==> src/flash_lock_pkg.sv <==
// Package: memory map, lock encodings and reset values for flash protection
package flash_lock_pkg;
    // Lock byte encodings
    localparam logic [7:0] LOCK_OPEN       = 8'hff;
    localparam logic [7:0] LOCK_CFG_ON     = 8'h00;
    localparam logic [7:0] LOCK_ALL_PAGES  = 8'h80;
    localparam logic [7:0] LOCK_RST_VALUE  = 8'hff;
    // Code area geometry
    localparam int         PAGE_COUNT      = 32;
    localparam int         PAGE_BYTES      = 512;
    localparam int         PAGE_SHIFT      = 9;
    localparam int         TOP_PAGE        = 31;
    // Code space map (byte addresses, 16 bit)
    localparam logic [15:0] CODE_BASE      = 16'h0000;
    localparam logic [15:0] CODE_LAST      = 16'h3fff;
    localparam logic [15:0] CODE_LOCK_LOW  = 16'h3ffe;
    localparam logic [15:0] CODE_LOCK_HIGH = 16'h3fff;
    localparam logic [15:0] UCFG_BASE      = 16'h4000;
    localparam logic [15:0] UCFG_LAST      = 16'h41ff;
    localparam logic [15:0] UCFG_LOCK      = 16'h41ff;
    localparam logic [15:0] FCFG1_BASE     = 16'h4200;
    localparam logic [15:0] FCFG1_LAST     = 16'h447f;
    localparam logic [15:0] FCFG2_BASE     = 16'h4480;
    localparam logic [15:0] FCFG2_LAST     = 16'h467f;
    localparam logic [15:0] ROM_BASE       = 16'h8000;
    localparam logic [15:0] ROM_LAST       = 16'hffff;
    // Flash line size for the line program command
    localparam int         LINE_BYTES      = 64;
    // External data space: retention memory window
    localparam logic [15:0] RET_BASE       = 16'h0000;
    localparam logic [15:0] RET_LAST       = 16'h007f;
    // Internal data space split
    localparam logic [7:0] IDATA_UPPER     = 8'h80;
    // Flash commands
    localparam logic [1:0] CMD_NONE        = 2'h0;
    localparam logic [1:0] CMD_SECTOR_ERASE = 2'h1;
    localparam logic [1:0] CMD_WRITE_LINE  = 2'h2;
    localparam logic [1:0] CMD_CHIP_ERASE  = 2'h3;
    // Value returned on a refused read
    localparam logic [7:0] BLANK_DATA      = 8'h00;
endpackage

==> src/flash_lock_protection.sv <==
// Flash lock decoding, access permission and memory-map select logic
// How it works
// Last byte of each sector is its lock
// Value 0xff leaves the area unlocked
// New lock values apply after next reset
// Code flash split into 32 pages of 512
// Low lock grows up, high grows down
// Any code lock set also locks page 31
// Low lock 0xfe page0, each step adds one
// High lock 0xfe page31, each step adds one
// Programmer never writes code locks below 0x80
// Config lock 0x00 blocks write and erase
// Code locked: no write/erase, chip erase once
// Unlocked: chip erase only in normal mode
// Programmer sets code locks as final step
// Program mode offers sector erase, line write
// Config lock settable in either mode
// Factory sectors immutable and read protected
// Factory lock one blocks factory write/erase
// Code space map of flash and library
// Retention memory in external data space
// Upper direct addresses reach special registers
// Firmware slows clock before config writes
// Refused requests change nothing, read blank
`timescale 1ns/1ps
module flash_lock_protection
    import flash_lock_pkg::*;
(
    // Clock and reset
    input  wire logic        sys_clk_in,
    input  wire logic        rst_in,
    // Access mode: high in program mode, low in normal mode
    input  wire logic        prog_mode_in,
    // Lock bytes as read from flash, sampled at reset release
    input  wire logic [7:0]  low_end_code_lock_in,
    input  wire logic [7:0]  high_end_code_lock_in,
    input  wire logic [7:0]  config_sector_lock_in,
    input  wire logic [7:0]  factory_lock_one_in,
    input  wire logic [7:0]  factory_lock_four_in,
    // Flash request from programmer or firmware
    input  wire logic        req_valid_in,
    input  wire logic        req_read_in,
    input  wire logic [1:0]  req_cmd_in,
    input  wire logic [15:0] req_addr_in,
    input  wire logic [7:0]  flash_rdata_in,
    // Data-space decode request
    input  wire logic        data_valid_in,
    input  wire logic        data_indirect_in,
    input  wire logic [7:0]  data_addr_in,
    // Flash request result
    output logic             grant_out,
    output logic             refuse_out,
    output logic             flash_read_out,
    output logic             flash_sector_erase_out,
    output logic             flash_line_write_out,
    output logic             flash_chip_erase_out,
    output logic [15:0]      flash_addr_out,
    output logic [7:0]       rdata_out,
    // Memory map selects for the code-space request
    output logic             sel_rom_out,
    // Data-space selects
    output logic             sel_sfr_out,
    output logic             sel_idata_out,
    // Live lock state
    output logic [31:0]      page_locked_out,
    output logic             code_locked_out,
    output logic             config_locked_out
);

    // Masks are pure decodes of a held lock byte,
    // so live flash contents never reach them
    // Values below 0x80 are never written
    // Page lock mask from the low lock: pages 0..(0xfe - v) locked
    function automatic logic [31:0] low_mask(input logic [7:0] v);
        logic [31:0] m;
        logic [7:0]  last;
        m    = '0;
        last = 8'hfe - v;
        for (int i = 0; i < PAGE_COUNT; i++) begin
            if (v != LOCK_OPEN && 8'(i) <= last) begin
                m[i] = 1'b1;
            end
        end
        return m;
    endfunction

    // Mirror of the low decode, counted from the top
    // The span is 0x7e at 0x80, more than 31, so 0x80 covers every page
    // Page lock mask from the high lock: pages (31 - (0xfe - v))..31 locked
    function automatic logic [31:0] high_mask(input logic [7:0] v);
        logic [31:0] m;
        logic [7:0]  span;
        m    = '0;
        span = 8'hfe - v;
        for (int i = 0; i < PAGE_COUNT; i++) begin
            if (v != LOCK_OPEN && 8'(TOP_PAGE - i) <= span) begin
                m[i] = 1'b1;
            end
        end
        return m;
    endfunction

    // Bounds are inclusive so a sector's lock byte is
    // inside its own sector
    // Address range check, used for every region
    function automatic logic in_range(input logic [15:0] a, input logic [15:0] lo,
                                      input logic [15:0] hi);
        return (a >= lo) && (a <= hi);
    endfunction

    // Lock bytes held from reset; flash writes to the lock lines change
    // only the flash array, so protection moves only at the next reset
    logic [7:0]  low_lock_ff;
    logic [7:0]  high_lock_ff;
    logic [7:0]  cfg_lock_ff;
    logic [7:0]  fl_one_ff;
    logic [7:0]  fl_four_ff;
    logic        capture_ff;     // High in first cycle after reset release
    // Lock views are flops, one cycle behind the
    // holding registers; only matters after reset
    logic [31:0] page_ff;        // Locked page map
    logic        code_ff;        // Any code lock set
    logic        cfg_ff;         // Config sector locked

    // Registered outputs
    logic        grant_ff;
    logic        refuse_ff;
    logic        rd_ff;
    logic        se_ff;
    logic        wl_ff;
    logic        ce_ff;
    logic [15:0] addr_ff;
    logic [7:0]  rdata_ff;
    logic        rom_ff;
    logic        sfr_ff;
    logic        idata_ff;

    // Lock decode
    wire logic        code_lock_on   = (low_lock_ff != LOCK_OPEN) ||
                                       (high_lock_ff != LOCK_OPEN);
    wire logic [31:0] page_mask      = low_mask(low_lock_ff) |
                                       high_mask(high_lock_ff) |
                                       {code_lock_on, 31'h0};
    wire logic        cfg_lock_on    = (cfg_lock_ff == LOCK_CFG_ON);

    // Regions never overlap: at most one hit is high
    // The gap below the library hits nothing, so every
    // access to it is refused
    // Region decode of the request address
    wire logic        hit_code  = in_range(req_addr_in, CODE_BASE, CODE_LAST);
    wire logic        hit_ucfg  = in_range(req_addr_in, UCFG_BASE, UCFG_LAST);
    wire logic        hit_fcfg1 = in_range(req_addr_in, FCFG1_BASE, FCFG1_LAST);
    wire logic        hit_fcfg2 = in_range(req_addr_in, FCFG2_BASE, FCFG2_LAST);
    wire logic        hit_rom   = in_range(req_addr_in, ROM_BASE, ROM_LAST);
    wire logic [4:0]  page_idx  = req_addr_in[PAGE_SHIFT +: 5];
    // Only code addresses use the page index
    wire logic        page_hit  = page_mask[page_idx];

    // Read permission: locked code pages unreadable in normal mode only;
    // factory sectors readable only while their lock is open
    wire logic        rd_ok = hit_rom ||
                              (hit_code && !(page_hit && !prog_mode_in)) ||
                              hit_ucfg ||
                              (hit_fcfg1 && fl_one_ff == LOCK_OPEN) ||
                              (hit_fcfg2 && fl_four_ff == LOCK_OPEN);

    // Program mode takes only sector erase and line
    // write; normal mode leaves it to the targets
    // Chip erase is judged on its own, never on the
    // sector locks
    // Modify permission per command
    wire logic        cmd_legal = prog_mode_in ? (req_cmd_in == CMD_SECTOR_ERASE ||
                                                  req_cmd_in == CMD_WRITE_LINE)
                                               : (req_cmd_in != CMD_NONE);
    wire logic        wr_target = (hit_code && !code_lock_on) ||
                                  (hit_ucfg && !cfg_lock_on);
    wire logic        ce_ok     = hit_code && !prog_mode_in;
    wire logic        mod_ok    = cmd_legal && !hit_fcfg1 && !hit_fcfg2 &&
                                  !hit_rom &&
                                  ((req_cmd_in == CMD_CHIP_ERASE) ? ce_ok : wr_target);

    // The command is ignored on reads
    wire logic        ok_now    = req_read_in ? rd_ok : mod_ok;
    wire logic        go        = req_valid_in && ok_now;
    // Exactly one of go and stop per request
    wire logic        stop      = req_valid_in && !ok_now;
    // Line write addresses align to the line start
    wire logic [15:0] line_addr = req_addr_in & ~16'(LINE_BYTES - 1);

    // Upper half is shared: direct reaches special
    // registers, indirect reaches data memory
    // Data-space decode
    wire logic        upper     = data_addr_in >= IDATA_UPPER;
    wire logic        to_sfr    = data_valid_in && upper && !data_indirect_in;
    wire logic        to_idata  = data_valid_in && !(upper && !data_indirect_in);

    // Capture lock bytes once, the cycle after reset release
    // One capture point keeps all locks from one reset
    always_ff @(posedge sys_clk_in) begin
        if (rst_in) begin
            capture_ff <= 1'b1;
        end else begin
            // Drops after one cycle, stays low till reset
            capture_ff <= 1'b0;
        end
    end

    // Lock holding registers; only reset refreshes them
    // Reset opens the code locks but closes the factory
    // ones, so factory bytes stay hidden before capture; code reads in the capture cycle return flash data
    always_ff @(posedge sys_clk_in) begin
        if (rst_in) begin
            low_lock_ff  <= LOCK_RST_VALUE;
            high_lock_ff <= LOCK_RST_VALUE;
            cfg_lock_ff  <= LOCK_RST_VALUE;
            fl_one_ff    <= 8'h00;   // Factory areas closed until sampled
            fl_four_ff   <= 8'h00;
        end else if (capture_ff) begin
            low_lock_ff  <= low_end_code_lock_in;
            high_lock_ff <= high_end_code_lock_in;
            cfg_lock_ff  <= config_sector_lock_in;
            fl_one_ff    <= factory_lock_one_in;
            fl_four_ff   <= factory_lock_four_in;
        end
    end

    // Request strobes; requests are held off during the capture cycle
    // A request there would be judged on open code locks,
    // so it gets neither grant nor refusal
    always_ff @(posedge sys_clk_in) begin
        if (rst_in || capture_ff) begin
            grant_ff  <= 1'b0;
            refuse_ff <= 1'b0;
            rd_ff     <= 1'b0;
            se_ff     <= 1'b0;
            wl_ff     <= 1'b0;
            ce_ff     <= 1'b0;
        end else begin
            grant_ff  <= go;
            refuse_ff <= stop;
            rd_ff     <= go && req_read_in;
            se_ff     <= go && !req_read_in && req_cmd_in == CMD_SECTOR_ERASE;
            wl_ff     <= go && !req_read_in && req_cmd_in == CMD_WRITE_LINE;
            ce_ff     <= go && !req_read_in && req_cmd_in == CMD_CHIP_ERASE;
        end
    end

    // Address, data and selects
    always_ff @(posedge sys_clk_in) begin
        if (rst_in) begin
            addr_ff  <= 16'h0000;
            rdata_ff <= BLANK_DATA;
            rom_ff   <= 1'b0;
            sfr_ff   <= 1'b0;
            idata_ff <= 1'b0;
        end else begin
            // Only line writes align; reads keep their byte
            addr_ff  <= (!req_read_in && req_cmd_in == CMD_WRITE_LINE) ? line_addr
                                                                        : req_addr_in;
            // Blank data on refusal; a read in the capture cycle returns flash data even from locked pages
            rdata_ff <= (go && req_read_in) ? flash_rdata_in : BLANK_DATA;
            rom_ff   <= go && hit_rom;
            sfr_ff   <= to_sfr;
            idata_ff <= to_idata;
        end
    end

    // Lock views, refreshed each cycle from the held locks
    // Reset shows an open map, like the lock reset value
    always_ff @(posedge sys_clk_in) begin
        if (rst_in) begin
            page_ff <= 32'h00000000;
            code_ff <= 1'b0;
            cfg_ff  <= 1'b0;
        end else begin
            page_ff <= page_mask;
            code_ff <= code_lock_on;
            cfg_ff  <= cfg_lock_on;
        end
    end

    // Every output comes straight from a flop
    assign grant_out              = grant_ff;
    assign refuse_out             = refuse_ff;
    assign flash_read_out         = rd_ff;
    assign flash_sector_erase_out = se_ff;
    assign flash_line_write_out   = wl_ff;
    assign flash_chip_erase_out   = ce_ff;
    assign flash_addr_out         = addr_ff;
    assign rdata_out              = rdata_ff;
    assign sel_rom_out            = rom_ff;
    assign sel_sfr_out            = sfr_ff;
    assign sel_idata_out          = idata_ff;
    // Lock views come from their own flops
    assign page_locked_out        = page_ff;
    assign code_locked_out        = code_ff;
    assign config_locked_out      = cfg_ff;

endmodule

==> config.mk <==
export PLATFORM = sky130hd
export DESIGN_NAME = flash_lock_protection
export DESIGN_NICKNAME = d
export VERILOG_FILES = /design/src/flash_lock_pkg.sv /design/src/flash_lock_protection.sv
export SDC_FILE = /design/constraint.sdc
export NUM_CORES = 1
export LEC_CHECK = 0
export ABC_AREA = 1
export BUFFER_PORTS_ARGS = -buffer_cell sky130_fd_sc_hd__buf_2
export CAP_MARGIN = 20
export CORE_UTILIZATION = 35
export CTS_BUF_LIST = sky130_fd_sc_hd__clkbuf_16
export DETAILED_ROUTE_END_ITERATION = 7
export PLACE_DENSITY = 0.59
export SLEW_MARGIN = 20
export SYNTH_ARGS = -nofsm -noshare
export SYNTH_HDL_FRONTEND = slang
export SYNTH_SLANG_ARGS = --single-unit
==> constraint.sdc <==
create_clock -name sys_clk_in -period 2.71 [get_ports sys_clk_in]
set_input_delay 0.271 -clock sys_clk_in [delete_from_list [all_inputs] [get_ports sys_clk_in]]
set_output_delay 0.271 -clock sys_clk_in [all_outputs]
set_load 0.03 [all_outputs]
==> key figures <==
Synthesis
  – Combinational family with the most area after synthesis: simple AND/OR/NAND/NOR gates
  – Async S/R FF share, synth: 0%
  – Primary FF master, synth: dfxtp_1
  – Synth Area in Compound Gates: 11.3%
  – Syn avg cell area: 6.85 um2
  – Synthesized flop and latch total: 108
  – Netlist cell types: 36
  – Synthesized-area fraction occupied by adder cells: 2.08%
  – Post-Syn Instances: 790
  – Xor and xnor area share after synthesis: 0%
  – Syn nets: 880
  – Synth warn: 0
  – Mux cell area share after synthesis: 0%
  – Syn Std Cell Area: 0.00541 mm2
  – Sequential-to-total area share from yosys stat: 40.0%
  – Post-synth EDFFs: 0
  – Post-synthesis simple-gate area fraction: 38.2%

Timing
  – Final hold vios: 0
  – Slew headroom: 53.1%
  – Final Cycle Share: 96.7%
  – Sum Neg Setup Slack: 0 ps
  – FMAX: 0.381 GHz
  – Setup ws final: 88.3 ps
  – Fin. max-slew vios: 0
  – Clk_skew: 19.0 ps
  – Worst slew pin tran: 698 ps
  – RSZ-0062 raised after global routing: yes
  – Fin crit period: 2620 ps
  – Final setup fails: 0

Routing
  – Avg Vias per Cell: 4.87
  – DR vias: 5688
  – Detail Route Antenna Nets: 0
  – Initial DRT Pass Iterations: 5
  – Routed WL: 16.4 mm
  – Residual DRC: 0
  – 1st-iter DRT viols: 423
  – Routed WL per cell: 14.0 um

Hold path
  – HP Class: primary input to flop
  – Worst hold start: data_indirect_in

Cells and area
  – Most frequent cells in the layout: 165 x nand2_1, 140 x buf_2, 103 x nor2_1
  – Layout cells sized above 1: 33.2%
  – Final nets: 1067
  – Most common cell after layout, fill and taps aside: nand2_1
  – Design area: 0.00726 mm2
  – Total of fill cells in the finished design: 1542
  – Final design utilization: 47.9%
  – Area grow syn2layout: 34.1%
  – Ant. Diodes: 0

Placed design
  – Gpl congestion: 0.910
  – Worst slack, placed: -48.3 ps
  – Post-place instance area: 0.00663 mm2
  – IO Port Bufs: 140
  – Final HPWL DP: 12.3 mm

Floorplan
  – Std-Cell Rows: 45
  – Initial Utilization: 35.7%
  – Die Ht: 126 um
  – IO Count: 148
  – Die X: 126 um
  – CORE AREA: 0.0151 mm2
  – Die area: 0.0160 mm2

Clock tree
  – Clk sinks: 108
  – CTS tree: built
  – Clk Latency, worst-skew pair: 360 ps
  – TritonCTS Buffers: 9
  – Clock Root Buffer: clkbuf_16
  – Clk buf depth: 2
  – Clock transition at the registers of the reported paths: 80 ps
  – CTS H-tree depth: 3

Flow run
  – Max Cap Viol: 0

Global routing
  – First-pass GRT wire length: 26.3 mm
  – Initial antenna violation count: 0
  – Largest net degree at the start of global routing: 47
  – Overall Global Routing Usage: 20.8%
  – Number of global-route vias before repair: 5184
  – Total grt overflow: 0

Critical path
  – Worst Path Arrival: 2920 ps
  – Critical path startpoint category: flop
  – FF-to-FF Start: low_lock_ff[1]$_SDFFE_PP1P_
  – Max FO, Critical Path: 5
  – Crit path kind: flop to flop
  – Required time of the worst setup path: 3010 ps
  – CP endpoint kind: flop
  – Worst setup path start: low_lock_ff[1]$_SDFFE_PP1P_

Power and ir drop
  – Maximum vdd drop: 0.000328 V
  – P_int: 2.85 mW
  – Seq pwr share: 39.5%
  – Sw power: 1.58 mW
  – Clock group share of total power: 28.4%
  – Combinational Power Share: 32.1%
  – Pwr dens: 610 mW/mm2
  – Switching part of the total: 35.7%
  – Leak: 3.76 nW

Status
  – Status: complete, no violations
## registers in the layout, indices dropped and copies added, names as in the netlist, 8 cells and up
signal	flops
cfg_lock_ff	8
fl_four_ff	8
fl_one_ff	8
flash_addr_out	16
high_lock_ff	8
low_lock_ff	8
page_locked_out	32
rdata_out	8
## final timing paths
path | end | slack [ps] | cells past startpoint
worst min-delay path | sel_sfr_out$_SDFF_PP0_ | 80 | 2
worst min register to register | cfg_lock_ff[6]$_SDFFE_PP1P_ | 460 | 2
worst max register to register | rdata_out[4]$_SDFF_PP0_ | 90 | 23
worst max-delay path | rdata_out[4]$_SDFF_PP0_ | 90 | 23
## area by class of cell
cell class	count	area (um2)	share of cell area, %
Clock buffer	9	225	3.10
Clock inverter	6	46.3	0.638
Inverter	87	327	4.50
Multi-Input combinational cell	568	3020	41.7
Sequential cell	108	2180	30.1
Tap cell	188	235	3.24
Timing Repair Buffer	203	1220	16.8
## cell usage after synthesis, drive strengths merged, types with 3 or more instances
| library cell | count | area (um2) |
|---|---|---|
| nand2 | 195 | 807 |
| nand3b | 3 | 22.5 |
| o211ai | 7 | 52.6 |
| nand4 | 25 | 184 |
| ha | 9 | 113 |
| o21ai | 55 | 283 |
| nor2 | 134 | 606 |
| clkbuf | 21 | 78.8 |
| inv | 84 | 315 |
| a31oi | 5 | 31.3 |
| nor3 | 10 | 50.1 |
| buf | 8 | 52.5 |
| clkinv | 3 | 11.3 |
| nand3 | 75 | 380 |
| a21oi | 39 | 195 |
| dfxtp | 108 | 2160 |
## cells by family (layout without fill, tap and decap cells)
group | count (synthesis) | count (layout)
simple gates | 445 | 447
buf+inv | 116 | 305
fa+ha+maj | 9 | 9
flops | 108 | 108
compound gates | 112 | 112
## through the flow
stage / cells / power, mW / hold slack (ps)
global route: 1169 / 4.67 / 93.4
global placement: 1142 / 3.06 / 443
detailed placement: 1142 / 3.06 / 446
finish: 1169 / 4.43 / 75.3
CTS: 1158 / 4.32 / 70.4
floorplan: 790 / 2.59 / 299
## routing by layer
layer | part of all wire (%) | GRT usage (%) | up-vias
met3 | 5.8 | 3.54 | 24
met4 | 1.9 | 7.02 | 0
met2 | 44 | 31.9 | 199
met1 | 48 | 29.5 | 2525
li1 | - | - | 2940
met5 | 0 | 0 | -
## worst max-delay path, cell delays in order (launching register included)
cell,delay [ps]
dfxtp_2,360
ha_4,190
nand2_4,70
nor2_4,120
nand2_1,80
nand2_2,80
inv_2,50
nor2_4,170
nand2_4,130
inv_2,90
nand3_1,80
nand2_1,100
nand2_1,60
nand2_1,50
nand2_1,40
nand2_1,60
nand2_1,60
nand2_1,90
nand2_1,50
nand4_1,100
nand2_2,70
nand2_4,120
nand4_4,160
nor2_2,140
## power by group through the flow
stage	Combinational (mW)	Clock [mW]	Sequential, mW
floorplan	0.675	0	1.91
global placement	1.28	0	1.78
detailed placement	1.28	0	1.78
CTS	1.29	1.28	1.74
global route	1.56	1.35	1.76
finish	1.42	1.26	1.75
## timing repair
item | 4_1_cts | 5_1_grt
pin swaps | 0 | 22
resized for setup | 4 | 71
setup endpoints to repair | 9 | 15
setup buffers | 0 | 10
cloned | 1 | 1
hold buffers | 0 | 0
(Power assumes the default switching activity.)
